[src/rcms_consts.svh]
`ifndef RCMS_CONSTS_SVH
`define RCMS_CONSTS_SVH

// Register byte offsets
`define RCMS_OFS_LV_MODE     8'h00
`define RCMS_OFS_CLK_CTRL    8'h04
`define RCMS_OFS_CLKMON_MODE 8'h08
`define RCMS_OFS_RESET_SRC   8'h0c
`define RCMS_OFS_CPU_STATUS  8'h10
`define RCMS_OFS_DEBUG_MODE  8'h14
`define RCMS_OFS_WDT_COUNT   8'h18

// Low-voltage mode register fields
`define RCMS_LV_ENABLE_BIT   0
`define RCMS_LV_RSEL_BIT     1
`define RCMS_LV_BELOW_BIT    2

// Clock control register fields
`define RCMS_CC_MCK_BIT      0
`define RCMS_CC_CLS_BIT      1
`define RCMS_CC_ISTOP_BIT    2
`define RCMS_CC_DIV_LSB      4
`define RCMS_CC_DIV_MSB      6

// Reset source register fields
`define RCMS_RS_CLKMON_BIT   0
`define RCMS_RS_LV_BIT       1

// CPU clock status register fields
`define RCMS_ST_INTOSC_BIT   0
`define RCMS_ST_RUN_BIT      1
`define RCMS_ST_STAB_BIT     2

// Reset values
`define RCMS_DIV_RESET       3'h3
`define RCMS_DEBUG_RESET     1'h1

// Timing counts in CLK cycles and internal oscillator ticks
`define RCMS_HOLD_CYCLES     3'h4
`define RCMS_CLKMON_TICKS    3'h4

// AXI responses
`define RCMS_RESP_OKAY       2'h0
`define RCMS_RESP_SLVERR     2'h2

`endif

[src/rcms_pkg.sv]
package rcms_pkg;

   typedef enum logic [1:0] {
      SEQ_HOLD,
      SEQ_STAB,
      SEQ_RUN_MAIN,
      SEQ_RUN_EMERG
   } rcms_seq_type;

endpackage

[src/rcms_mon_if.sv]
`timescale 1ns/100ps
interface rcms_mon_if;
   logic active;
   logic int_tick;
   logic main_edge;
   logic stop_req;

   modport seq (output active, output int_tick, output main_edge, input stop_req);
   modport mon (input active, input int_tick, input main_edge, output stop_req);
endinterface

[src/rcms_clkmon.sv]
`timescale 1ns/100ps
`include "rcms_consts.svh"
module rcms_clkmon (
   input  wire logic clk,   // System clock
   input  wire logic rst_n, // Synchronised reset
   rcms_mon_if.mon   mon    // Link to the sequencer
);

   logic [2:0] cnt_q;
   logic       req_q;

   always_ff @(posedge clk or negedge rst_n) begin
      if (!rst_n) begin
         cnt_q <= 3'h0;
      end else if (!mon.active || mon.main_edge) begin
         cnt_q <= 3'h0;
      end else if (mon.int_tick && cnt_q != `RCMS_CLKMON_TICKS) begin
         cnt_q <= cnt_q + 3'h1;
      end
   end

   always_ff @(posedge clk or negedge rst_n) begin
      if (!rst_n) begin
         req_q <= 1'b0;
      end else begin
         req_q <= mon.active && mon.int_tick && !mon.main_edge
                  && cnt_q == `RCMS_CLKMON_TICKS - 3'h1;
      end
   end

   assign mon.stop_req = req_q;

endmodule

[src/rcms_top.sv]
// The placing of the registers and register access over AXI4-Lite were left to the implementer.
`timescale 1ns/100ps
`include "rcms_consts.svh"
module rcms_top #(
   parameter int STAB_W    = 24, // Stabilisation counter width
   parameter int STAB_BASE = 10, // Log2 of shortest wait in main ticks
   parameter int WDT_W     = 12  // Secondary watchdog width
) (
   input  wire logic        CLK,         // System clock
   input  wire logic        RST_N,       // Pin reset, active low
   input  wire logic        LVD_BELOW,   // Supply below detection level
   input  wire logic        MAIN_OSC_CLK, // Main oscillator sample
   input  wire logic        INT_OSC_CLK, // Internal oscillator sample
   input  wire logic        STOP_STAB,   // STOP exit stabilisation busy
   input  wire logic [2:0]  STAB_SEL,    // Option byte wait select
   input  wire logic        AWVALID,     // Write address valid
   output logic             AWREADY,     // Write address ready
   input  wire logic [7:0]  AWADDR,      // Write address
   input  wire logic        WVALID,      // Write data valid
   output logic             WREADY,      // Write data ready
   input  wire logic [31:0] WDATA,       // Write data
   input  wire logic [3:0]  WSTRB,       // Write strobes
   output logic             BVALID,      // Write response valid
   input  wire logic        BREADY,      // Write response ready
   output logic [1:0]       BRESP,       // Write response
   input  wire logic        ARVALID,     // Read address valid
   output logic             ARREADY,     // Read address ready
   input  wire logic [7:0]  ARADDR,      // Read address
   output logic             RVALID,      // Read data valid
   input  wire logic        RREADY,      // Read data ready
   output logic [31:0]      RDATA,       // Read data
   output logic [1:0]       RRESP,       // Read response
   output logic             SYS_RST_N,   // System reset, active low
   output logic             CPU_RUN,     // CPU released
   output logic             CPU_CLK_INT, // CPU on internal oscillator
   output logic [2:0]       CLK_DIV,     // System clock divider code
   output logic             MAIN_OSC_EN, // Main oscillator enable
   output logic             INT_OSC_EN,  // Internal oscillator enable
   output logic             LVD_IRQ,     // Low-voltage interrupt pulse
   output logic             DEBUG_MODE   // Debug mode control bit
);

   logic                rst_s1_q;
   logic                rst_n;
   logic [2:0]          in_s1_q;
   logic [2:0]          in_s2_q;
   logic [2:0]          in_s3_q;
   logic                below;
   logic                main_edge;
   logic                int_tick;
   rcms_pkg::rcms_seq_type state_q;
   rcms_pkg::rcms_seq_type state_d;
   logic [2:0]          hold_cnt_q;
   logic [STAB_W-1:0]   stab_cnt_q;
   logic [STAB_W-1:0]   stab_lim;
   logic [2:0]          stab_sel_q;
   logic [WDT_W-1:0]    wdt_q;
   logic                wdt_ovf;
   logic                lv_en_q;
   logic                lv_rsel_q;
   logic                lv_rst;
   logic                cm_req;
   logic                enter_hold;
   logic                mck_q;
   logic                cls_q;
   logic                istop_q;
   logic [2:0]          div_q;
   logic                clkmon_en_q;
   logic                mck_susp_q;
   logic                rs_clkmon_q;
   logic                rs_lv_q;
   logic                debug_q;
   logic                wr_go;
   logic                rd_go;
   logic                wr_hit;
   logic [31:0]         rd_data;
   logic                rd_hit;
   logic                int_run;
   rcms_mon_if          mon_if ();

   // Reset release through two flip-flops
   always_ff @(posedge CLK or negedge RST_N) begin
      if (!RST_N) begin
         rst_s1_q <= 1'b0;
         rst_n    <= 1'b0;
      end else begin
         rst_s1_q <= 1'b1;
         rst_n    <= rst_s1_q;
      end
   end

   // Asynchronous inputs: two stages, third only for edge detection
   for (genvar i = 0; i < 3; i++) begin : g_sync
      always_ff @(posedge CLK or negedge rst_n) begin
         if (!rst_n) begin
            in_s1_q[i] <= 1'b0;
            in_s2_q[i] <= 1'b0;
            in_s3_q[i] <= 1'b0;
         end else begin
            in_s1_q[i] <= (i == 0) ? LVD_BELOW : (i == 1) ? MAIN_OSC_CLK : INT_OSC_CLK;
            in_s2_q[i] <= in_s1_q[i];
            in_s3_q[i] <= in_s2_q[i];
         end
      end
   end

   assign below     = in_s2_q[0];
   assign main_edge = in_s2_q[1] && !in_s3_q[1];
   assign int_tick  = in_s2_q[2] && !in_s3_q[2] && INT_OSC_EN;

   // low-voltage reset condition, held while below
   assign lv_rst     = lv_en_q && lv_rsel_q && below;
   assign cm_req     = mon_if.stop_req;
   assign enter_hold = lv_rst || cm_req;

   // wait length from captured option select
   assign stab_lim = {{(STAB_W-1){1'b0}}, 1'b1} << (STAB_BASE + int'(stab_sel_q));

   assign wdt_ovf = int_tick && (&wdt_q);

   // sampling clock running outside reset unless stopped by software, a stop ignored in emergency run
   assign int_run = state_q != rcms_pkg::SEQ_HOLD
                    && !(istop_q && state_q != rcms_pkg::SEQ_RUN_EMERG);

   always_comb begin
      state_d = state_q;
      case (state_q)
         rcms_pkg::SEQ_HOLD: begin
            if (!lv_rst && hold_cnt_q == `RCMS_HOLD_CYCLES) begin
               state_d = rcms_pkg::SEQ_STAB;
            end
         end
         rcms_pkg::SEQ_STAB: begin
            if (wdt_ovf) begin
               state_d = rcms_pkg::SEQ_RUN_EMERG;
            end else if (stab_cnt_q >= stab_lim) begin
               state_d = rcms_pkg::SEQ_RUN_MAIN;
            end
         end
         default: begin
            state_d = state_q;
         end
      endcase
      if (enter_hold) begin
         state_d = rcms_pkg::SEQ_HOLD;
      end
   end

   always_ff @(posedge CLK or negedge rst_n) begin
      if (!rst_n) begin
         state_q <= rcms_pkg::SEQ_HOLD;
      end else begin
         state_q <= state_d;
      end
   end

   // minimum hold, restarted on every new request
   always_ff @(posedge CLK or negedge rst_n) begin
      if (!rst_n) begin
         hold_cnt_q <= 3'h0;
      end else if (state_q != rcms_pkg::SEQ_HOLD || enter_hold) begin
         hold_cnt_q <= 3'h0;
      end else if (hold_cnt_q != `RCMS_HOLD_CYCLES) begin
         hold_cnt_q <= hold_cnt_q + 3'h1;
      end
   end

   // option select caught while held in reset
   always_ff @(posedge CLK or negedge rst_n) begin
      if (!rst_n) begin
         stab_sel_q <= 3'h0;
      end else if (state_q == rcms_pkg::SEQ_HOLD) begin
         stab_sel_q <= STAB_SEL;
      end
   end

   always_ff @(posedge CLK or negedge rst_n) begin
      if (!rst_n) begin
         stab_cnt_q <= '0;
      end else if (state_q != rcms_pkg::SEQ_STAB) begin
         stab_cnt_q <= '0;
      end else if (main_edge && stab_cnt_q < stab_lim) begin
         stab_cnt_q <= stab_cnt_q + {{(STAB_W-1){1'b0}}, 1'b1};
      end
   end

   // watchdog cleared in reset, counts internal ticks
   always_ff @(posedge CLK or negedge rst_n) begin
      if (!rst_n) begin
         wdt_q <= '0;
      end else if (state_q == rcms_pkg::SEQ_HOLD) begin
         wdt_q <= '0;
      end else if (int_tick) begin
         wdt_q <= wdt_q + {{(WDT_W-1){1'b0}}, 1'b1};
      end
   end

   // Clock monitor hookup
   // suspend conditions
   assign mon_if.active    = clkmon_en_q && state_q == rcms_pkg::SEQ_RUN_MAIN
                             && !STOP_STAB && !mck_susp_q && !mck_q && int_run;
   assign mon_if.int_tick  = int_tick;
   assign mon_if.main_edge = main_edge;

   rcms_clkmon u_clkmon (
      .clk   (CLK),
      .rst_n (rst_n),
      .mon   (mon_if.mon)
   );

   // main stop latched until subclock and main stop bits both cleared
   always_ff @(posedge CLK or negedge rst_n) begin
      if (!rst_n) begin
         mck_susp_q <= 1'b0;
      end else if (state_q == rcms_pkg::SEQ_HOLD) begin
         mck_susp_q <= 1'b0;
      end else if (mck_q && cls_q) begin
         mck_susp_q <= 1'b1;
      end else if (!cls_q && !mck_q) begin
         mck_susp_q <= 1'b0;
      end
   end

   // Bus slave: address and data taken together
   assign wr_go = AWVALID && WVALID && !AWREADY && !BVALID;
   assign rd_go = ARVALID && !ARREADY && !RVALID;
   assign wr_hit = AWREADY && WSTRB[0];

   always_ff @(posedge CLK or negedge rst_n) begin
      if (!rst_n) begin
         AWREADY <= 1'b0;
         WREADY  <= 1'b0;
         BVALID  <= 1'b0;
         BRESP   <= `RCMS_RESP_OKAY;
      end else begin
         AWREADY <= wr_go;
         WREADY  <= wr_go;
         if (AWREADY) begin
            BVALID <= 1'b1;
            BRESP  <= (AWADDR <= `RCMS_OFS_WDT_COUNT && AWADDR[1:0] == 2'h0)
                      ? `RCMS_RESP_OKAY : `RCMS_RESP_SLVERR;
         end else if (BREADY) begin
            BVALID <= 1'b0;
         end
      end
   end

   // Low-voltage mode: pin reset only
   always_ff @(posedge CLK or negedge rst_n) begin
      if (!rst_n) begin
         lv_en_q   <= 1'b0;
         lv_rsel_q <= 1'b0;
      end else if (wr_hit && AWADDR == `RCMS_OFS_LV_MODE) begin
         lv_en_q   <= WDATA[`RCMS_LV_ENABLE_BIT];
         lv_rsel_q <= WDATA[`RCMS_LV_RSEL_BIT];
      end
   end

   // clock control and divider back to eight on any reset
   always_ff @(posedge CLK or negedge rst_n) begin
      if (!rst_n) begin
         mck_q   <= 1'b0;
         cls_q   <= 1'b0;
         istop_q <= 1'b0;
         div_q   <= `RCMS_DIV_RESET;
      end else if (state_q == rcms_pkg::SEQ_HOLD) begin
         mck_q   <= 1'b0;
         cls_q   <= 1'b0;
         istop_q <= 1'b0;
         div_q   <= `RCMS_DIV_RESET;
      end else if (wr_hit && AWADDR == `RCMS_OFS_CLK_CTRL) begin
         mck_q   <= WDATA[`RCMS_CC_MCK_BIT];
         cls_q   <= WDATA[`RCMS_CC_CLS_BIT];
         istop_q <= WDATA[`RCMS_CC_ISTOP_BIT];
         div_q   <= WDATA[`RCMS_CC_DIV_MSB:`RCMS_CC_DIV_LSB];
      end
   end

   // enable sticky, cleared only by reset
   always_ff @(posedge CLK or negedge rst_n) begin
      if (!rst_n) begin
         clkmon_en_q <= 1'b0;
      end else if (state_q == rcms_pkg::SEQ_HOLD) begin
         clkmon_en_q <= 1'b0;
      end else if (wr_hit && AWADDR == `RCMS_OFS_CLKMON_MODE && WDATA[0]) begin
         clkmon_en_q <= 1'b1;
      end
   end

   // reset source flags, set beats write-one clear
   always_ff @(posedge CLK or negedge rst_n) begin
      if (!rst_n) begin
         rs_clkmon_q <= 1'b0;
         rs_lv_q     <= 1'b0;
      end else begin
         if (cm_req) begin
            rs_clkmon_q <= 1'b1;
         end else if (wr_hit && AWADDR == `RCMS_OFS_RESET_SRC
                      && WDATA[`RCMS_RS_CLKMON_BIT]) begin
            rs_clkmon_q <= 1'b0;
         end
         if (lv_rst) begin
            rs_lv_q <= 1'b1;
         end else if (wr_hit && AWADDR == `RCMS_OFS_RESET_SRC
                      && WDATA[`RCMS_RS_LV_BIT]) begin
            rs_lv_q <= 1'b0;
         end
      end
   end

   // debug control kept across internal resets
   always_ff @(posedge CLK or negedge rst_n) begin
      if (!rst_n) begin
         debug_q <= `RCMS_DEBUG_RESET;
      end else if (wr_hit && AWADDR == `RCMS_OFS_DEBUG_MODE) begin
         debug_q <= WDATA[0];
      end
   end

   // Read decode
   always_comb begin
      rd_data = 32'h0;
      rd_hit  = 1'b1;
      if (ARADDR == `RCMS_OFS_LV_MODE) begin
         rd_data[`RCMS_LV_ENABLE_BIT] = lv_en_q;
         rd_data[`RCMS_LV_RSEL_BIT]   = lv_rsel_q;
         rd_data[`RCMS_LV_BELOW_BIT]  = below;
      end else if (ARADDR == `RCMS_OFS_CLK_CTRL) begin
         rd_data[`RCMS_CC_MCK_BIT]   = mck_q;
         rd_data[`RCMS_CC_CLS_BIT]   = cls_q;
         rd_data[`RCMS_CC_ISTOP_BIT] = istop_q;
         rd_data[`RCMS_CC_DIV_MSB:`RCMS_CC_DIV_LSB] = div_q;
      end else if (ARADDR == `RCMS_OFS_CLKMON_MODE) begin
         rd_data[0] = clkmon_en_q;
      end else if (ARADDR == `RCMS_OFS_RESET_SRC) begin
         rd_data[`RCMS_RS_CLKMON_BIT] = rs_clkmon_q;
         rd_data[`RCMS_RS_LV_BIT]     = rs_lv_q;
      end else if (ARADDR == `RCMS_OFS_CPU_STATUS) begin
         rd_data[`RCMS_ST_INTOSC_BIT] = state_q == rcms_pkg::SEQ_RUN_EMERG;
         rd_data[`RCMS_ST_RUN_BIT]    = CPU_RUN;
         rd_data[`RCMS_ST_STAB_BIT]   = state_q == rcms_pkg::SEQ_STAB;
      end else if (ARADDR == `RCMS_OFS_DEBUG_MODE) begin
         rd_data[0] = debug_q;
      end else if (ARADDR == `RCMS_OFS_WDT_COUNT) begin
         rd_data[WDT_W-1:0] = wdt_q;
      end else begin
         rd_hit = 1'b0;
      end
   end

   always_ff @(posedge CLK or negedge rst_n) begin
      if (!rst_n) begin
         ARREADY <= 1'b0;
         RVALID  <= 1'b0;
         RDATA   <= 32'h0;
         RRESP   <= `RCMS_RESP_OKAY;
      end else begin
         ARREADY <= rd_go;
         if (ARREADY) begin
            RVALID <= 1'b1;
            RDATA  <= rd_data;
            RRESP  <= rd_hit ? `RCMS_RESP_OKAY : `RCMS_RESP_SLVERR;
         end else if (RREADY) begin
            RVALID <= 1'b0;
         end
      end
   end

   // interrupt on either crossing in interrupt mode
   always_ff @(posedge CLK or negedge rst_n) begin
      if (!rst_n) begin
         LVD_IRQ <= 1'b0;
      end else begin
         LVD_IRQ <= lv_en_q && !lv_rsel_q && (in_s2_q[0] != in_s3_q[0]);
      end
   end

   // Registered outputs, reset, run and oscillator controls from next state
   always_ff @(posedge CLK or negedge rst_n) begin
      if (!rst_n) begin
         SYS_RST_N   <= 1'b0;
         CPU_RUN     <= 1'b0;
         CPU_CLK_INT <= 1'b0;
         MAIN_OSC_EN <= 1'b0;
         INT_OSC_EN  <= 1'b0;
         CLK_DIV     <= `RCMS_DIV_RESET;
         DEBUG_MODE  <= `RCMS_DEBUG_RESET;
      end else begin
         SYS_RST_N   <= state_d != rcms_pkg::SEQ_HOLD;
         CPU_RUN     <= state_d == rcms_pkg::SEQ_RUN_MAIN
                        || state_d == rcms_pkg::SEQ_RUN_EMERG;
         CPU_CLK_INT <= state_d == rcms_pkg::SEQ_RUN_EMERG;
         MAIN_OSC_EN <= state_d != rcms_pkg::SEQ_HOLD && !mck_q;
         INT_OSC_EN  <= state_d != rcms_pkg::SEQ_HOLD
                        && !(istop_q && state_d != rcms_pkg::SEQ_RUN_EMERG);
         CLK_DIV     <= div_q;
         DEBUG_MODE  <= debug_q;
      end
   end

endmodule

[config.mk]
export PLATFORM = sky130hd
export DESIGN_NAME = rcms_top
export DESIGN_NICKNAME = d
export VERILOG_FILES = /design/src/rcms_pkg.sv /design/src/rcms_mon_if.sv /design/src/rcms_clkmon.sv /design/src/rcms_top.sv
export VERILOG_INCLUDE_DIRS = /design/src
export SDC_FILE = /design/constraint.sdc
export NUM_CORES = 1
export LEC_CHECK = 0
export ABC_AREA = 1
export BUFFER_PORTS_ARGS = -buffer_cell sky130_fd_sc_hd__buf_2
export CAP_MARGIN = 25
export CORE_MARGIN = 1
export CORE_UTILIZATION = 46
export CTS_CLUSTER_DIAMETER = 30
export DETAILED_ROUTE_END_ITERATION = 12
export GPL_TIMING_DRIVEN = 0
export PLACE_DENSITY = 0.7
export SLEW_MARGIN = 20
export SYNTH_ARGS = -nofsm -noshare
export SYNTH_HDL_FRONTEND = slang
export SYNTH_SLANG_ARGS = --single-unit
[constraint.sdc]
create_clock -name CLK -period 4 [get_ports CLK]
set_input_delay 0.6 -clock CLK [delete_from_list [all_inputs] [get_ports CLK]]
set_output_delay 0.6 -clock CLK [all_outputs]
set_load 0.02 [all_outputs]
==> flow_metrics.py <==
metrics = {
    "route": {
        "drtPass1Iterations": 7,
        "via_per_inst": 5.040,
        "vias": 4551,
        "drt_wl_total_um": 12360,
        "drt_iter0_drc": 298,
        "routed_wire_length_per_instance_um": 13.69,
        "antenna_left": 0,
        "drc": 0,
    },
    "global_route": {
        "track_usage_pct": 22.53,
        "overflow": 0,
        "grt_pass1_wl_um": 20510,
        "grt_max_degree": 39,
        "antenna_found_initial": 0,
        "grt_pass1_vias": 4435,
    },
    "synth": {
        "postSynthAreaPerCell_um2": 8.119,
        "async_flop_share_pct": 100.0,
        "synth.distinct_cells": 48,
        "syn_inst": 658,
        "synth_edf_count": 0,
        "synthTopCellsByArea": "dfrtp_1 (44%), nand2_1 (10%), inv_1 (6.7%)",
        "synth-adder-area-share_pct": 4.450,
        "synth_compound_area_share_pct": 9.251,
        "synthSimpleGateAreaFrac_pct": 26.35,
        "synth_top_flop_cell": "dfrtp_1",
        "synth_area_mm2": 0.005343,
        "yosysTopAreaCell": "dfrtp_1",
        "synth_top_cell_area_share_pct": 44.03,
        "ys_warn_count": 0,
        "synth_top_family_by_area": "simple AND/OR/NAND/NOR gates",
        "synthMuxAreaShare_pct": 0,
        "yosysSeqAreaShare_pct": 46.98,
        "synthXorXnorAreaFrac_pct": 1.148,
        "ys_seq_elements": 100,
    },
    "floorplan": {
        "rows": 38,
        "core_mm2": 0.01108,
        "die_w_um": 109.8,
        "io-pin-count": 117,
        "initial_core_util_pct": 48.23,
        "die_area_mm2": 0.01205,
        "die_y_um": 109.8,
    },
    "cts": {
        "cts_setup_buffers": 0,
        "clock_sinks": 100,
        "ctsResizeCount": 0,
        "htree_num_levels": 3,
        "cts_hold_buffers": 0,
        "cts_tree": "built",
        "cts_buffers": 9,
        "clockBufferDepth": 2,
        "path_clk_slew_ns": 0.07,
        "clockRootBuffer": "clkbuf_16",
        "clk_latency_ns": 0.36,
    },
    "power_and_ir_drop": {
        "power.leakage_nw": 3.155,
        "p_total_mw": 2.921,
        "powerDensity_mw_per_mm2": 464.4,
        "ir_worst_vdd_uv": 371.3,
    },
    "status": {
        "status": "finished, final reports clean",
    },
    "place": {
        "portBuffers": 65,
        "place_congestion": 0.9117,
        "dpl_worst_slack_ns": 1.389,
        "placed_cells": 887,
        "placed_cell_area_mm2": 0.005969,
        "dp.final_hpwl_um": 9416,
    },
    "min_path": {
        "hold_path_class": "in2async",
    },
    "flow_run": {
        "maxCapViolCount": 0,
    },
    "timing": {
        "max_slew.worst_pin.slew_ns": 0.5905,
        "fin_hold_ws_ns": 0.009787,
        "hold_viol": 0,
        "slew_headroom_pct": 60.63,
        "clock_skew_ns": 0.007406,
        "finalSetupViolations": 0,
        "post-route-min-period_ns": 2.620,
        "fin_crit_sh_pct": 65.49,
        "setup_ws_ns": 1.380,
        "finalMaxSlewViolations": 0,
        "setup_tns_ns": 0,
        "fmax_ghz": 0.3817,
        "rsz0062_at_grt": "no",
    },
    "setup_path": {
        "reg2reg_setup_slack_ns": 1.38,
        "required_ns": 4.28,
        "crit_fanout": 10,
        "crit_arrival_ns": 2.90,
        "cp-start-kind": "register",
        "critical_path_class": "reg2reg",
        "worstSetupEndpointType": "register",
    },
    "layout": {
        "final_common_cell": "nand2_1",
        "nFillCells": 985,
        "layout.cells.non_filler": 903,
        "n_antenna_cell": 0,
        "drive_above_1_share_pct": 19.92,
        "final_nets": 843,
        "finalInstanceArea_mm2": 0.006290,
        "area_growth_pct": 17.73,
        "fin_util_pct": 56.78,
        "final_cell_mix": "nand2_1 (144), inv_1 (96), dfrtp_1 (93)",
    },
}
final timing paths:
| path | start | end | cells after the start |
|---|---|---|---|
| hold / removal | RST_N | rst_n | 1 |
| min in group CLK | MAIN_OSC_CLK | in_s1_q[1] | 1 |
| max in group asynchronous | rst_n | stab_cnt_q[15] | 2 |
| hold reg to reg | rst_n | BRESP[1] | 0 |
| setup / recovery | stab_sel_q[1] | stab_cnt_q[8] | 16 |
| setup reg to reg | stab_sel_q[1] | stab_cnt_q[8] | 16 |
power breakdown:
| group | switching (mW) | internal, mW |
|---|---|---|
| sequential | 0.0707 | 1.10 |
| combinational | 0.566 | 0.259 |
| clock | 0.415 | 0.514 |
area by class of cell:
| class | instances | area, µm² | area share, % |
|---|---|---|---|
| Multi-Input combinational cell | 444 | 2291 | 36.42 |
| Buffer | 31 | 224.0 | 3.561 |
| Tap cell | 140 | 175.2 | 2.785 |
| Sequential cell | 100 | 2514 | 39.96 |
| Clock inverter | 6 | 81.33 | 1.293 |
| Clock buffer | 10 | 239.0 | 3.799 |
| Timing Repair Buffer | 67 | 365.4 | 5.809 |
| Inverter | 105 | 400.4 | 6.366 |
metal layers:
layer / share of wire, % / vias to the layer above / global-route usage [%]
li1: - / 2267 / -
met1: 42 / 2126 / 26.58
met2: 50 / 133 / 38.81
met3: 5.5 / 25 / 6.106
met4: 2.4 / 0 / 9.143
met5: 0 / - / 0
worst max-delay path: stages, from the launching register on:
cell     delay, ns
dfrtp_1       0.42
ha_1          0.29
inv_1         0.08
nor2_1        0.19
nand2_1       0.09
ha_1          0.29
nand2_1       0.07
nor2_1        0.15
inv_1         0.07
nor2_2        0.13
nand3_2       0.09
nand2_1       0.08
a21oi_2       0.05
nand2_4       0.09
nand2_2       0.14
buf_6         0.19
o21ai_1       0.12
registers in the layout (all words and copies together), names as in the netlist, 2 cells and up:
signal and flops:
hold_cnt_q 3, wdt_q 12, in_s3_q 3, div_q 3, RDATA 12, CLK_DIV 3
stab_sel_q 3, state_q 2, u_clkmon.cnt_q 3, in_s2_q 2, stab_cnt_q 24, in_s1_q 3
synthesized netlist by cell type, types with 3 or more instances:
master	count
nor2_1	70
nand2_2	3
ha_1	19
nor3_2	5
a21oi_1	24
xor2_1	6
nor2_2	4
clkbuf_1	3
nor3_1	15
dfstp_2	6
nor2_4	3
o21ai_0	37
o21ai_1	9
nand4_1	17
nand2_1	144
inv_2	6
buf_4	24
o31ai_1	5
nor4_1	6
nand3_1	28
inv_1	96
dfrtp_1	94
kinds of logic (layout without fill, tap and decap cells):
kind of cell               count (synthesis)  after routing
adders and majority gates                 19             19
and+or+nand+nor                          306            306
buffers and inverters                    136            219
AOI/OAI and AO/OA                         88             88
DFF                                      100            100
xor gates and xnor gates                   7              7
other                                      2             24
No activity file was read; power rests on OpenSTA's default activity.
